`config.mk`:
```
export PLATFORM = sky130hd
export DESIGN_NAME = sms_stop_mode_select_control
export DESIGN_NICKNAME = d
export VERILOG_FILES = /design/src/common/sms_pkg.sv /design/src/rtl/sms_sync.sv /design/src/rtl/sms_stop_mode_select_control.sv
export SDC_FILE = /design/constraint.sdc
export NUM_CORES = 1
export LEC_CHECK = 0
export BUFFER_PORTS_ARGS = -buffer_cell sky130_fd_sc_hd__buf_2
export CELL_PAD_IN_SITES_DETAIL_PLACEMENT = 1
export CELL_PAD_IN_SITES_GLOBAL_PLACEMENT = 2
export CORE_ASPECT_RATIO = 0.8
export CORE_MARGIN = 2
export CORE_UTILIZATION = 33
export DETAILED_ROUTE_END_ITERATION = 10
export PLACE_DENSITY_LB_ADDON = 0.05
export SYNTH_ARGS = -nofsm -noshare
export SYNTH_HDL_FRONTEND = slang
export SYNTH_SLANG_ARGS = --single-unit
```
`constraint.sdc`:
```
create_clock -name clk_in -period 1.45 [get_ports clk_in]
set_input_delay 0.0725 -clock clk_in [delete_from_list [all_inputs] [get_ports clk_in]]
set_output_delay 0.0725 -clock clk_in [all_outputs]
set_load 0.02 [all_outputs]
```
`src/common/sms_pkg.sv`:
```
package sms_pkg;

  // Stop mode selection codes
  localparam logic [2:0] SMS_SEL_NORMAL = 3'h0;
  localparam logic [2:0] SMS_SEL_RSVD1  = 3'h1;
  localparam logic [2:0] SMS_SEL_LOWPWR = 3'h2;
  localparam logic [2:0] SMS_SEL_LEAK   = 3'h4;
  localparam logic [2:0] SMS_SEL_RESET  = 3'h0;
  localparam logic [2:0] SMS_SUB_NONE   = 3'h0;

  // Partial stop option codes
  localparam logic [1:0] SMS_PSTOP_NONE   = 2'h0;
  localparam logic [1:0] SMS_PSTOP_BUS    = 2'h1;
  localparam logic [1:0] SMS_PSTOP_SYS    = 2'h2;

  // Mode protection bit positions
  localparam int SMS_PROT_LOWPWR_BIT = 0;
  localparam int SMS_PROT_VLLS_BIT = 1;
  localparam logic [1:0] SMS_PROT_RESET = 2'h0;

  typedef enum logic [1:0] {
    SMS_ST_IDLE  = 2'b00,
    SMS_ST_ENTER = 2'b01,
    SMS_ST_STOP  = 2'b11
  } sms_state_t;

  typedef enum logic [2:0] {
    SMS_MODE_NONE  = 3'h0,
    SMS_MODE_STOP  = 3'h1,
    SMS_MODE_PBUS  = 3'h2,
    SMS_MODE_PSYS  = 3'h3,
    SMS_MODE_LOWPWR = 3'h4,
    SMS_MODE_VLLS  = 3'h5
  } sms_mode_t;

  typedef struct packed {
    logic sys_gate;
    logic bus_gate;
  } sms_gate_t;

endpackage

```
`src/rtl/sms_sync.sv`:
```
`timescale 1ns/1ps
`default_nettype none
module sms_sync
  import sms_pkg::*;
(
  input  wire logic clk_in,
  input  wire logic rst_n_in,
  input  wire logic d_in,
  output logic      q_out
);
  logic [2:0] sh_q;
  logic       q_q;

  // Change counts only once stages two and three agree
  always_ff @(posedge clk_in or negedge rst_n_in) begin
    if (!rst_n_in) begin
      sh_q <= 3'h0;
      q_q  <= 1'b0;
    end else begin
      sh_q <= {sh_q[1:0], d_in};
      if (sh_q[2] == sh_q[1]) begin
        q_q <= sh_q[2];
      end
    end
  end

  assign q_out = q_q;
endmodule // sms_sync
`default_nettype wire

```
`src/rtl/sms_stop_mode_select_control.sv`:
```
`timescale 1ns/1ps
`default_nettype none
module sms_stop_mode_select_control
  import sms_pkg::*;
(
  input  wire logic       clk_in,
  input  wire logic       arst_n_in,
  input  wire logic       stop_mode_wr_in,
  input  wire logic [2:0] stop_mode_wdata_in,
  input  wire logic       prot_wr_in,
  input  wire logic [1:0] prot_wdata_in,
  input  wire logic [2:0] leakage_submode_select_in,
  input  wire logic [1:0] partial_stop_option_in,
  input  wire logic       sleep_req_in,
  input  wire logic       abort_in,
  input  wire logic       wake_in,
  output logic [2:0]      stop_mode_select_out,
  output logic [1:0]      mode_protection_out,
  output logic            stop_aborted_flag_out,
  output logic            in_stop_out,
  output logic [2:0]      entered_mode_out,
  output logic [2:0]      leakage_submode_out,
  output logic            sys_clk_gate_out,
  output logic            bus_clk_gate_out
);
  logic       rst_n_q1;
  logic       rst_n_q2;
  logic       abort_s;
  logic       wake_s;
  logic [2:0] sel_q;
  logic [1:0] prot_q;
  logic       prot_written_q;
  logic       aborted_q;
  sms_state_t state_q;
  sms_mode_t  mode_q;
  sms_mode_t  mode_d;
  logic [2:0] submode_q;
  sms_gate_t  gate_q;
  sms_gate_t  gate_d;
  logic       in_stop_q;

  // Reset release through two flops
  always_ff @(posedge clk_in or negedge arst_n_in) begin
    if (!arst_n_in) begin
      rst_n_q1 <= 1'b0;
      rst_n_q2 <= 1'b0;
    end else begin
      rst_n_q1 <= 1'b1;
      rst_n_q2 <= rst_n_q1;
    end
  end

  // Abort and wake arrive from other clock domains
  sms_sync u_sync_abort (
    .clk_in   (clk_in),
    .rst_n_in (rst_n_q2),
    .d_in     (abort_in),
    .q_out    (abort_s)
  );

  sms_sync u_sync_wake (
    .clk_in   (clk_in),
    .rst_n_in (rst_n_q2),
    .d_in     (wake_in),
    .q_out    (wake_s)
  );

  // Protection is write-once after reset
  always_ff @(posedge clk_in or negedge rst_n_q2) begin
    if (!rst_n_q2) begin
      prot_q         <= SMS_PROT_RESET;
      prot_written_q <= 1'b0;
    end else if (prot_wr_in && !prot_written_q) begin
      prot_q         <= prot_wdata_in;
      prot_written_q <= 1'b1;
    end
  end

  // Mode select field; the first protection write after reset wins over a same-cycle write
  always_ff @(posedge clk_in or negedge rst_n_q2) begin
    if (!rst_n_q2) begin
      sel_q <= SMS_SEL_RESET;
    end else if (prot_wr_in && !prot_written_q) begin
      sel_q <= SMS_SEL_RESET;
    end else if (stop_mode_wr_in) begin
      sel_q <= stop_mode_wdata_in;
    end
  end

  // Decode of the requested mode
  always_comb begin
    mode_d = SMS_MODE_NONE;
    unique case (sel_q)
      SMS_SEL_NORMAL: begin
        unique case (partial_stop_option_in)
          SMS_PSTOP_BUS: mode_d = SMS_MODE_PBUS;
          SMS_PSTOP_SYS: mode_d = SMS_MODE_PSYS;
          default:       mode_d = SMS_MODE_STOP;
        endcase
      end
      SMS_SEL_LOWPWR: begin
        if (prot_q[SMS_PROT_LOWPWR_BIT]) begin
          mode_d = SMS_MODE_LOWPWR;
        end
      end
      SMS_SEL_LEAK: begin
        if (prot_q[SMS_PROT_VLLS_BIT]) begin
          mode_d = SMS_MODE_VLLS;
        end
      end
      default: mode_d = SMS_MODE_NONE;
    endcase
  end

  // Clock gating per entered mode
  always_comb begin
    gate_d = '{sys_gate: 1'b1, bus_gate: 1'b1};
    if (mode_d == SMS_MODE_PSYS) begin
      gate_d.bus_gate = 1'b0;
    end
  end

  // Entry sequencer
  always_ff @(posedge clk_in or negedge rst_n_q2) begin
    if (!rst_n_q2) begin
      state_q <= SMS_ST_IDLE;
    end else begin
      unique case (state_q)
        SMS_ST_IDLE: begin
          if (sleep_req_in && mode_d != SMS_MODE_NONE) begin
            state_q <= SMS_ST_ENTER;
          end
        end
        SMS_ST_ENTER: begin
          state_q <= abort_s ? SMS_ST_IDLE : SMS_ST_STOP;
        end
        SMS_ST_STOP: begin
          if (wake_s) begin
            state_q <= SMS_ST_IDLE;
          end
        end
        default: state_q <= SMS_ST_IDLE;
      endcase
    end
  end

  // Aborted flag; abort at entry sets it, new entry clears it
  always_ff @(posedge clk_in or negedge rst_n_q2) begin
    if (!rst_n_q2) begin
      aborted_q <= 1'b0;
    end else if (state_q == SMS_ST_ENTER && abort_s) begin
      aborted_q <= 1'b1;
    end else if (state_q == SMS_ST_IDLE && sleep_req_in &&
                 mode_d != SMS_MODE_NONE) begin
      aborted_q <= 1'b0;
    end
  end

  // Mode and gating latched at entry so writes during stop do not disturb
  always_ff @(posedge clk_in or negedge rst_n_q2) begin
    if (!rst_n_q2) begin
      mode_q    <= SMS_MODE_NONE;
      submode_q <= SMS_SUB_NONE;
      gate_q    <= '0;
      in_stop_q <= 1'b0;
    end else if (state_q == SMS_ST_ENTER && !abort_s) begin
      mode_q    <= mode_d;
      submode_q <= (mode_d == SMS_MODE_VLLS) ?
                   leakage_submode_select_in : SMS_SUB_NONE;
      gate_q    <= gate_d;
      in_stop_q <= 1'b1;
    end else if (state_q != SMS_ST_STOP) begin
      mode_q    <= SMS_MODE_NONE;
      submode_q <= SMS_SUB_NONE;
      gate_q    <= '0;
      in_stop_q <= 1'b0;
    end else if (wake_s) begin
      mode_q    <= SMS_MODE_NONE;
      submode_q <= SMS_SUB_NONE;
      gate_q    <= '0;
      in_stop_q <= 1'b0;
    end
  end

  assign stop_mode_select_out  = sel_q;
  assign mode_protection_out   = prot_q;
  assign stop_aborted_flag_out = aborted_q;
  assign in_stop_out           = in_stop_q;
  assign entered_mode_out      = mode_q;
  assign leakage_submode_out   = submode_q;
  assign sys_clk_gate_out      = gate_q.sys_gate;
  assign bus_clk_gate_out      = gate_q.bus_gate;

  // Assertions
  property p_prot_clears;
    @(posedge clk_in) disable iff (!rst_n_q2)
      (prot_wr_in && !prot_written_q) |=> sel_q == SMS_SEL_RESET;
  endproperty
  a_prot_clears: assert property (p_prot_clears)
    else $error("select not cleared by protection write");

  property p_last_write;
    @(posedge clk_in) disable iff (!rst_n_q2)
      (stop_mode_wr_in && !(prot_wr_in && !prot_written_q))
      |=> sel_q == $past(stop_mode_wdata_in);
  endproperty
  a_last_write: assert property (p_last_write)
    else $error("select did not take written value");

  property p_vlls_sub;
    @(posedge clk_in) disable iff (!rst_n_q2)
      $rose(in_stop_q) && mode_q == SMS_MODE_VLLS
      |-> submode_q == $past(leakage_submode_select_in);
  endproperty
  a_vlls_sub: assert property (p_vlls_sub)
    else $error("wrong leakage submode");

  property p_pstop_bus;
    @(posedge clk_in) disable iff (!rst_n_q2)
      in_stop_q && mode_q == SMS_MODE_PBUS
      |-> gate_q.sys_gate && gate_q.bus_gate;
  endproperty
  a_pstop_bus: assert property (p_pstop_bus)
    else $error("bus clock not gated in bus-gated partial stop");

  property p_pstop_sys;
    @(posedge clk_in) disable iff (!rst_n_q2)
      in_stop_q && mode_q == SMS_MODE_PSYS
      |-> gate_q.sys_gate && !gate_q.bus_gate;
  endproperty
  a_pstop_sys: assert property (p_pstop_sys)
    else $error("wrong gating in sys-gated partial stop");

  property p_rsvd;
    @(posedge clk_in) disable iff (!rst_n_q2)
      state_q == SMS_ST_IDLE && sel_q == SMS_SEL_RSVD1
      |=> state_q == SMS_ST_IDLE;
  endproperty
  a_rsvd: assert property (p_rsvd)
    else $error("reserved code started entry");

  property p_normal_stop;
    @(posedge clk_in) disable iff (!rst_n_q2)
      state_q == SMS_ST_IDLE && sleep_req_in &&
      sel_q == SMS_SEL_NORMAL |=> state_q == SMS_ST_ENTER;
  endproperty
  a_normal_stop: assert property (p_normal_stop)
    else $error("normal stop not entered");

  property p_lowpwr_code;
    @(posedge clk_in) disable iff (!rst_n_q2)
      $rose(in_stop_q) && mode_q == SMS_MODE_LOWPWR
      |-> $past(sel_q) == SMS_SEL_LOWPWR;
  endproperty
  a_lowpwr_code: assert property (p_lowpwr_code)
    else $error("very-low-power stop from wrong code");

  property p_abort;
    @(posedge clk_in) disable iff (!rst_n_q2)
      state_q == SMS_ST_ENTER && abort_s
      |=> aborted_q && !in_stop_q && state_q == SMS_ST_IDLE;
  endproperty
  a_abort: assert property (p_abort)
    else $error("abort not flagged");

  property p_prot;
    @(posedge clk_in) disable iff (!rst_n_q2)
      $rose(in_stop_q)
      |-> (mode_q != SMS_MODE_VLLS || prot_q[SMS_PROT_VLLS_BIT]) &&
          (mode_q != SMS_MODE_LOWPWR || prot_q[SMS_PROT_LOWPWR_BIT]);
  endproperty
  a_prot: assert property (p_prot)
    else $error("entered unpermitted mode");

  c_stop: cover property (@(posedge clk_in) $rose(in_stop_q));
  c_abort: cover property (@(posedge clk_in) $rose(aborted_q));
  c_vlls: cover property (@(posedge clk_in)
    in_stop_q && mode_q == SMS_MODE_VLLS);
endmodule // sms_stop_mode_select_control
`default_nettype wire

```
==> results of run 1 <==
-- sequential cells by signal, summed over array words and instances (netlist names), 2 cells and up --
register and cells:
u_sync_wake.sh_q 3, leakage_submode_out 3, u_sync_abort.sh_q 3, stop_mode_select_out 3, entered_mode_out 3, mode_protection_out 2, state_q 2
-- per-layer routing --
layer  GRT usage [%]  vias up  wire length, um
met4            3.06        0               18
met5               0        -                0
met1            16.3      387              939
li1                -      375                -
met3            5.23        2              146
met2            23.3       22             1060
-- where the power goes --
| part | internal, mW | switching, mW | total [mW] |
|---|---|---|---|
| logic | 0.124 | 0.168 | 0.291 |
| registers | 0.816 | 0.0578 | 0.874 |
| clock network | 0.195 | 0.233 | 0.428 |
| total | 1.14 | 0.458 | 1.59 |
-- synth_stat cells, types with 2 or more instances --
cell type | instances | area share, %
o22ai_1 | 2 | 1.2
o21a_1 | 2 | 1.4
dfrtp_1 | 27 | 65
nor4_1 | 2 | 1.2
nand2_1 | 8 | 2.9
maj3_1 | 2 | 1.9
a21oi_1 | 3 | 1.4
mux2i_1 | 3 | 2.9
mux2_2 | 2 | 2.2
inv_1 | 2 | 0.72
nor2_1 | 5 | 1.8
o21ai_0 | 2 | 0.96
nor3_1 | 2 | 0.96
nor2b_1 | 3 | 1.8
a22o_1 | 5 | 4.2
-- worst paths after layout --
path | startpoint | endpoint | slack (ns) | cells past startpoint
min in group clk_in | leakage_submode_select_in[2] | leakage_submode_out[2] | 0.02 | 2
worst min-delay path | rst_n_q2 | u_sync_abort.sh_q[0] | 0.02 | 0
max in group asynchronous | rst_n_q2 | state_q[0] | 0.96 | 1
worst min register to register | rst_n_q2 | u_sync_abort.sh_q[0] | 0.02 | 0
worst max register to register | stop_mode_select_out[1] | stop_aborted_flag_out | 0.16 | 4
worst max-delay path | stop_mode_select_out[1] | stop_aborted_flag_out | 0.16 | 4
-- cells by family after synthesis --
| kind of cell | Yosys count | share of synthesized area (%) |
|---|---|---|
| muxes | 5 | 5.06 |
| buffers and inverters | 3 | 1.45 |
| other | 1 | 0.361 |
| AOI/OAI and AO/OA | 17 | 11.2 |
| and+or+nand+nor | 27 | 13.7 |
| adders and majority gates | 3 | 3.13 |
| DFF | 27 | 65.1 |
-- layout make-up --
class	count	area, um^2	area share, %
multi-input combinational	53	354	26.0
inverter	2	7.51	0.551
clock inverter	1	7.51	0.551
tap	40	50.0	3.68
sequential	27	676	49.6
clock buffer	3	41.3	3.03
timing repair buffer	39	225	16.5
-- what timing repair did --
item	in CTS	in global routing
setup endpoints to repair	0	1
endpoints found under the hold margin	5	0
hold buffers	4	0
gates resized for setup	0	1
setup buffers	0	0
==> summary.md, run 1 <==
| Metric | Value |
|---|---|
| Seq/Total Area, Yosys | `65.1%` |
| Mapped Cells | `83` |
| Layout overhead on the synthesized area | `31.1%` |
| Largest net degree at the start of global routing | `25` |
| CTS clk-pin slew, worst paths | `0.10 ns` |
| First-pass GRT wire length | `~3.5 mm` |
| Cell area after synthesis | `1040 um^2` |
| Fillcell total | `360` |
| Worst path buffer plus inverter count | `0` |
| LEAKAGE | `about 0.66 nW` |
| N_diodes | `0` |
| Post-DP HPWL | `1.65 mm` |
| Total grt overflow | `0` |
| Ys Warns | `0` |
| Clock latency on the worst-skew pair | `0.28 ns` |
| Initial DRC Count | `25` |
| Ys async rst share | `100%` |
| Initial antenna violation count | `0` |
| Clock skew | `0.0107 ns` |
| FMAX | `776 MHz` |
| GRT Total Usage | `13.6%` |
| # IOs | `32` |
| Most frequent cells in the layout | `buf_2 (31), dfrtp_1 (27), nand2_1 (8), nor2_1 (5), a22o_1 (5)` |
| Crit. End Element | `flip-flop` |
| Setup crit start kind | `flip-flop` |
| Final setup viols | `0` |
| Final Instance Area | `1360 um^2` |
| Fin crit period | `1.29 ns` |
| Fin Setup TNS | `0 ns` |
| Post-route insts no fill | `~170` |
| Design Power | `1.59 mW` |
| VDD IR-drop max | `roughly 0.45 mV` |
| CTS tree | `built` |
| Final Cycle Share | `between 80 and 90%` |
| Endpoints failing hold | `0` |
| Initial core utilization | `roughly a third` |
| Most common cell after layout, fill and taps aside | `buf_2` |
| Finished Core Util | `44.8%` |
| Placer Congestion | `0.719` |
| Layout cells sized above 1 | `between 30% and 40%` |
| Root Buffer | `clkbuf_8` |
| Number of CTS-inserted buffers | `3` |
| Vias/cell | `4.76` |
| Die Y | `approximately 54 um` |
| Drt pass-1 iters | `3` |
| Post-synth EDFFs | `0` |
| Slowest stage delay, CP | `0.40 ns` |
| DP Cell Count | `157` |
| Status | `complete, no violations` |
| Total number of vias | `786` |
| Die width | `approximately 67 um` |
| CP Cell Sequence | `or2_1 -> or3_1 -> nand2_1 -> o22ai_1` |
| Avg Inst Size Synth | `12.5 um^2` |
| Most used DFF post-synth | `dfrtp_1` |
| IO buf count | `31` |
| Core area | `just over 3000 um^2` |
| Slowest cell on the critical path | `or3_1` |
| Final WL | `2.16 mm` |
| Clk buf depth | `2` |
| WHS | `0.0172 ns` |
| Fin nets | `144` |
| Top delay family on crit path | `simple AND/OR/NAND/NOR gates` |
| Flops & latches, synth | `27` |
| PnR worst setup slack | `~0.16 ns` |
| Placement Setup Slack | `around 0.14 ns` |
| Syn nets | `~100` |
| Hold crit path type | `flip-flop to async pin` |
| FP Rows | `18` |
| Max Cap Viol | `0` |
| Post-synth cell types | `28` |
| DR WL/cell | `13.1 um` |
| Die ar. | `3610 um^2` |
| RSZ-0062 raised after global routing | `no` |
| Critical Path AT | `1.46 ns` |
| Pwr/cell area | `~1200 nW/um^2` |
| Worst Path Required | `approximately 1.6 ns` |
| Clock Sink Count | `27` |
| Clock H-tree levels | `1` |
| Slew Viols, Final | `0` |
| Post-DP Area | `about 1300 um^2` |
| Antenna-violating nets left | `0` |
| Critical path class | `flip-flop to flip-flop` |
| DR DRC count | `0` |
| Crit Path Max Fanout | `3` |
| Vias in the first global route | `~750` |
Note: power is estimated with default switching activity, not from simulation.
==> run 2: changes to the inputs <==
- CORE_UTILIZATION: 33 -> 28
- PLACE_DENSITY: unset -> 0.72
- PLACE_DENSITY_LB_ADDON: 0.05 -> unset
- clock period: 1.45 -> 1.1 ns (I/O delays scaled with it)
==> run 2 against run 1 <==
The run now ends with negative setup slack left. Clock power is 28% higher. Clock-buffer cell count stayed put. Final cell count is 9.1% higher. Flip-flop and latch count stayed put. Core utilization is 0.84 points lower. Total power is 39% higher. Sequential share of layout area is 5.4 points lower. Critical path depth stayed put. Via count is 5.6% higher. Worst setup slack worse by 0.28 ns. Largest power group unchanged.
==> summary.md, run 2 (synthesis gave the netlist of run 1 again) <==
| Metric | Value |
|---|---|
| Status | `finished, violations left` |
| Failing checks | `negative setup slack` |
| Total number of vias | `830 (+5.6%)` |
| N_diodes | `0 (unchanged)` |
| CP Cell Sequence | `or2_1 -> or3_4 -> nand2_2 -> o22ai_1` |
| IO buf count | `31 (unchanged)` |
| Antenna-violating nets left | `0 (unchanged)` |
| Internal Power | `1.58 mW (+39%)` |
| Slew Viols, Final | `0 (unchanged)` |
| Crit Path Max Fanout | `2 (-1)` |
| Fillcell total | `392 (+8.9%)` |
| Switching part of the total | `28.9% (+0.18 points)` |
| Clock latency on the worst-skew pair | `0.27 ns (about the same)` |
| Worst Path Required | `1.26 ns (-0.36 ns)` |
| Psw | `0.643 mW (+40%)` |
| Endpoints failing hold | `0 (unchanged)` |
| Pwr/cell area | `1450 nW/um^2 (+24%)` |
| Initial core utilization | `29.7% (-4.4 points)` |
| Largest net degree at the start of global routing | `26 (+4.0%)` |
| Die ar. | `4220 um^2 (+17%)` |
| Clk buf depth | `2 (unchanged)` |
| Die Y | `58.5 um (+7.9%)` |
| Clk network pwr share | `24.6% (-2.3 points)` |
| Slowest stage delay, CP | `0.40 ns (about the same)` |
| Number of CTS-inserted buffers | `3 (unchanged)` |
| Final Instance Area | `1540 um^2 (+13%)` |
| Most frequent cells in the layout | `buf_2 (31), dfrtp_1 (24), buf_4 (15), nand2_1 (6)` |
| Placer Congestion | `0.769 (+6.9%)` |
| Part of the power in registers | `52.1% (-2.8 points)` |
| Setup crit start kind | `flip-flop` |
| Design Power | `2.22 mW (+39%)` |
| Max Cap Viol | `0 (unchanged)` |
| Post-route insts no fill | `180 (+9.1%)` |
| Fin nets | `157 (+9.0%)` |
| Top delay family on crit path | `simple AND/OR/NAND/NOR gates` |
| Final WL | `2.29 mm (+5.9%)` |
| Layout cells sized above 1 | `49.3% (+14 points)` |
| CTS tree | `built` |
| Clock skew | `0.00226 ns (-0.00849 ns)` |
| Finished Core Util | `43.9% (-0.84 points)` |
| LEAKAGE | `0.753 nW (+13%)` |
| Critical path class | `flip-flop to flip-flop` |
| Post-DP HPWL | `1.73 mm (+5.1%)` |
| Total grt overflow | `0 (unchanged)` |
| Drt pass-1 iters | `3 (unchanged)` |
| RSZ-0062 raised after global routing | `yes` |
| Vias in the first global route | `879 (+17%)` |
| Initial antenna violation count | `0 (unchanged)` |
| Combinational Power Share | `23.3% (+5.0 points)` |
| First-pass GRT wire length | `3.93 mm (+12%)` |
| Fin crit period | `1.22 ns (-0.0678 ns)` |
| FMAX | `820 MHz (+5.6%)` |
| DR WL/cell | `12.7 um (-2.9%)` |
| Hold crit path type | `input pin to flip-flop` |
| Final Cycle Share | `111% (+22 points)` |
| Worst path buffer plus inverter count | `0 (unchanged)` |
| Slowest cell on the critical path | `dfrtp_2` |
| Die width | `72.1 um (+8.0%)` |
| GRT Total Usage | `11.8% (-1.8 points)` |
| Most common cell after layout, fill and taps aside | `buf_2` |
| Crit. End Element | `flip-flop` |
| Critical Path AT | `1.38 ns (-0.08 ns)` |
| FP Rows | `19 (+1)` |
| VDD IR-drop max | `0.602 mV (+35%)` |
| PnR worst setup slack | `-0.120 ns (-0.282 ns)` |
| Clock H-tree levels | `1 (unchanged)` |
| Final setup viols | `7 (+7)` |
| Root Buffer | `clkbuf_8` |
| CTS clk-pin slew, worst paths | `0.09 ns (about the same)` |
| Layout overhead on the synthesized area | `47.8%` |
| Post-DP Area | `1340 um^2 (+5.8%)` |
| DR DRC count | `0 (unchanged)` |
| Vias/cell | `4.61 (-3.2%)` |
| Core area | `3490 um^2 (+15%)` |
| Clock Sink Count | `27 (unchanged)` |
| Fin Setup TNS | `-0.425 ns (-0.425 ns)` |
| DP Cell Count | `168 (+7.0%)` |
| R2R setup slack | `-0.12 ns (-0.28 ns)` |
| Initial DRC Count | `12 (-52%)` |
| # IOs | `32 (unchanged)` |
## run 2: cell types whose count changed in the layout (fill, tap and decap cells not counted), sizes merged
cell	previous run	this run
clkinvlp	1	0
dlygate4sd3	4	5
buf	35	47
clkinv	0	1
## run 2: layout make-up
| cell class | count | area, um^2 | area share (%) |
|---|---|---|---|
| clock buffers | 3 | 41.3 | 2.69 |
| clock inverters | 1 | 5.00 | 0.326 |
| inverters | 2 | 7.51 | 0.489 |
| multi-input cells | 53 | 420 | 27.4 |
| flip-flops and latches | 27 | 679 | 44.3 |
| well taps | 42 | 52.6 | 3.42 |
| repair buffers | 52 | 329 | 21.4 |
## run 2: metrics by stage
stage,setup slack [ns],hold WS [ns]
floorplan,-0.196,-0.241
global placement,-0.0970,-0.160
detailed placement,-0.135,-0.158
CTS,-0.127,0.00447
global route,-0.170,0.00369
finish,-0.120,0.00859
## run 2: path summary, 6_finish.rpt
| check | startpoint | end | cells past startpoint |
|---|---|---|---|
| setup / recovery | stop_mode_select_out[0] | stop_aborted_flag_out | 4 |
| hold / removal | leakage_submode_select_in[0] | leakage_submode_out[0] | 2 |
| setup reg to reg | stop_mode_select_out[0] | stop_aborted_flag_out | 4 |
| hold reg to reg | rst_n_q2 | stop_aborted_flag_out | 1 |
| max in group asynchronous | rst_n_q2 | stop_mode_select_out[2] | 1 |
| min in group asynchronous | arst_n_in | rst_n_q2 | 2 |
## run 2: routing by layer
layer	track usage, %	share of wire, %	vias to the layer above
met3	4.28	6.2	0
li1	-	-	400
met4	0	0	0
met2	19.9	49	27
met5	0	0	-
met1	15.7	45	403
## run 2: repair_timing
action | in CTS | in global routing
gates resized for setup | 9 | 10
pin swaps | 2 | 6
buffers inserted | 0 | 4
hold buffers | 4 | 1
setup endpoints to repair | 9 | 11
hold endpoints to repair | 5 | 1
## run 2: power by group through the flow
stage,logic (mW),registers (mW),clock network (mW)
5_1_grt,0.568,1.17,0.619
2_1_floorplan,0.158,1.24,0
3_3_place_gp,0.427,1.16,0
4_1_cts,0.473,1.15,0.580
3_5_place_dp,0.436,1.17,0
6_report,0.517,1.16,0.547
==> run 3: changes to the inputs <==
- PLACE_DENSITY: 0.72 -> unset
- PLACE_DENSITY_LB_ADDON: unset -> 0.1
==> run 3 against run 2 <==
The run still ends with negative setup slack left. Wire length increased by 0.74%. Worst setup slack lost 0.011 ns. Clock-buffer cell count did not move. Combinational power rose by 5.2%. Register-to-register slack about the same. Maximum frequency decreased by 0.90%. Via count increased by 1.2%. Critical path depth did not move. Hold slack improved by 0.012 ns. Total power is 1.6% higher. Clock power rose by 3%.
==> summary.md, run 3 (synthesis gave the netlist of run 1 again) <==
| Metric | Value |
|---|---|
| IO buf count | `31 (unchanged)` |
| Final Instance Area | `1600 um^2 (+4.2%)` |
| Total number of vias | `840 (+1.2%)` |
| Worst path buffer plus inverter count | `0 (unchanged)` |
| DR WL/cell | `12.5 um (-1.4%)` |
| Total grt overflow | `0 (unchanged)` |
| Most frequent cells in the layout | `buf_2 (28), dfrtp_1 (24), buf_4 (12), dlygate4sd3_1 (8), buf_6 (7)` |
| Finished Core Util | `45.8% (+1.9 points)` |
| FMAX | `812 MHz (-0.90%)` |
| Endpoints failing hold | `0 (unchanged)` |
| Initial antenna violation count | `0 (unchanged)` |
| Fin nets | `161 (+2.5%)` |
| Number of CTS-inserted buffers | `3 (unchanged)` |
| Top delay family on crit path | `simple AND/OR/NAND/NOR gates` |
| Slowest stage delay, CP | `0.41 ns (about the same)` |
| Critical Path AT | `1.39 ns (about the same)` |
| Status | `finished, violations left` |
| Final setup viols | `7 (unchanged)` |
| Final WL | `2.31 mm (+0.74%)` |
| # IOs | `32 (unchanged)` |
| Initial DRC Count | `21 (+9)` |
| Clock latency on the worst-skew pair | `0.27 ns (about the same)` |
| Max Cap Viol | `0 (unchanged)` |
| LEAKAGE | `0.767 nW (+1.9%)` |
| Core area | `3490 um^2 (unchanged)` |
| GR Util met1 | `17.0% (+1.3 points)` |
| GRT Total Usage | `12.6% (+0.84 points)` |
| Initial core utilization | `29.7% (unchanged)` |
| PnR worst setup slack | `-0.131 ns (-0.0111 ns)` |
| Grt met3 use | `3.77% (-0.51 points)` |
| Clock skew | `0.00300 ns (+0.000740 ns)` |
| Fin Setup TNS | `-0.399 ns (+0.0263 ns)` |
| Critical path class | `flip-flop to flip-flop` |
| Layout cells sized above 1 | `48.6% (-0.68 points)` |
| Placer Congestion | `0.785 (+2.1%)` |
| DP Cell Count | `171 (+1.8%)` |
| DR DRC count | `0 (unchanged)` |
| Die Y | `58.5 um (unchanged)` |
| Failing checks | `negative setup slack` |
| Crit. End Element | `flip-flop` |
| RSZ-0062 raised after global routing | `yes` |
| VDD IR-drop max | `0.856 mV (+42%)` |
| Fin crit period | `1.23 ns (+0.0111 ns)` |
| Root Buffer | `clkbuf_8` |
| Hold crit path type | `input pin to flip-flop` |
| CTS tree | `built` |
| FP Rows | `19 (unchanged)` |
| Layout overhead on the synthesized area | `54.1%` |
| Clock H-tree levels | `1 (unchanged)` |
| Vias in the first global route | `911 (+3.6%)` |
| Worst Path Required | `1.26 ns (about the same)` |
| Most common cell after layout, fill and taps aside | `buf_2` |
| Pwr/cell area | `1410 nW/um^2 (-2.5%)` |
| Most Used Layer, Global Route | `met2` |
| Met2 usage in global routing | `20.2% (+0.26 points)` |
| Die width | `72.1 um (unchanged)` |
| Drt pass-1 iters | `2 (-1)` |
| Clk buf depth | `2 (unchanged)` |
| CP Cell Sequence | `or2_1 -> or3_4 -> nand2_1 -> o22ai_1` |
| Post-route insts no fill | `184 (+2.2%)` |
| Post-DP Area | `1380 um^2 (+2.6%)` |
| Vias/cell | `4.57 (-1.0%)` |
| Final Cycle Share | `112% (+1.0 points)` |
| Setup crit start kind | `flip-flop` |
| Slowest cell on the critical path | `dfrtp_2` |
| First-pass GRT wire length | `4.11 mm (+4.7%)` |
| CTS clk-pin slew, worst paths | `0.09 ns (about the same)` |
| Antenna-violating nets left | `0 (unchanged)` |
| Clock Sink Count | `27 (unchanged)` |
| Crit Path Max Fanout | `2 (unchanged)` |
| N_diodes | `0 (unchanged)` |
| Design Power | `2.26 mW (+1.6%)` |
| Die ar. | `4220 um^2 (unchanged)` |
| Slew Viols, Final | `0 (unchanged)` |
| Post-DP HPWL | `1.77 mm (+2.3%)` |
| R2R setup slack | `-0.13 ns (about the same)` |
| Largest net degree at the start of global routing | `20 (-23%)` |
[run 3: cell types whose count changed in the layout (fill, tap and decap cells not counted), sizes merged]
cell / change
dlygate4sd3: +3
buf: +1
clkinv: -1
clkinvlp: +1
[run 3: cell type report]
| class | count | area, um^2 |
|---|---|---|
| inverter | 2 | 7.51 |
| clock inverter | 1 | 7.51 |
| fill | 384 | 1890 |
| sequential | 27 | 679 |
| multi-input combinational | 53 | 403 |
| tap | 42 | 52.6 |
| clock buffer | 3 | 41.3 |
| timing repair buffer | 56 | 409 |
[run 3: power by group]
group          leakage, nW  internal (mW)  switching (mW)
registers            0.331           1.08          0.0740
clock network       0.0217          0.257           0.305
logic                0.414          0.276           0.268
[run 3: final timing paths]
check | startpoint | end | depth (start not counted)
max reg2reg | stop_mode_select_out[0] | stop_aborted_flag_out | 4
min | prot_wdata_in[0] | mode_protection_out[0] | 2
min in group asynchronous | arst_n_in | rst_n_q2 | 2
min reg2reg | rst_n_q2 | leakage_submode_out[2] | 0
max in group asynchronous | rst_n_q2 | stop_mode_select_out[2] | 1
max | stop_mode_select_out[0] | stop_aborted_flag_out | 4
[run 3: metal layers]
metal	part of all wire [%]	wire, um	up-vias
met1	48	1100	405
met4	0.61	14	0
met5	0	0	-
met2	47	1080	20
met3	4.9	114	2
li1	-	-	413
[run 3: repair_timing]
action,CTS,global route
endpoints found under the setup margin,8,13
hold endpoints to repair,7,2
pin swaps,1,1
gates cloned,0,0
hold buffers,6,2
resized for setup,13,12
buffers inserted,0,1
[run 3: worst reg2reg max path: stages (launching register included)]
cell     delay (ns)
dfrtp_2        0.41
or2_1          0.24
or3_4          0.33
nand2_1        0.08
o22ai_1        0.07
[run 3: stage by stage]
step	setup slack, ns	hold WS, ns
after global routing	-0.195	0.00200
after global placement	-0.105	-0.160
final	-0.131	0.0203
after floorplan	-0.196	-0.241
after CTS	-0.141	0.00135
after detailed placement	-0.117	-0.158
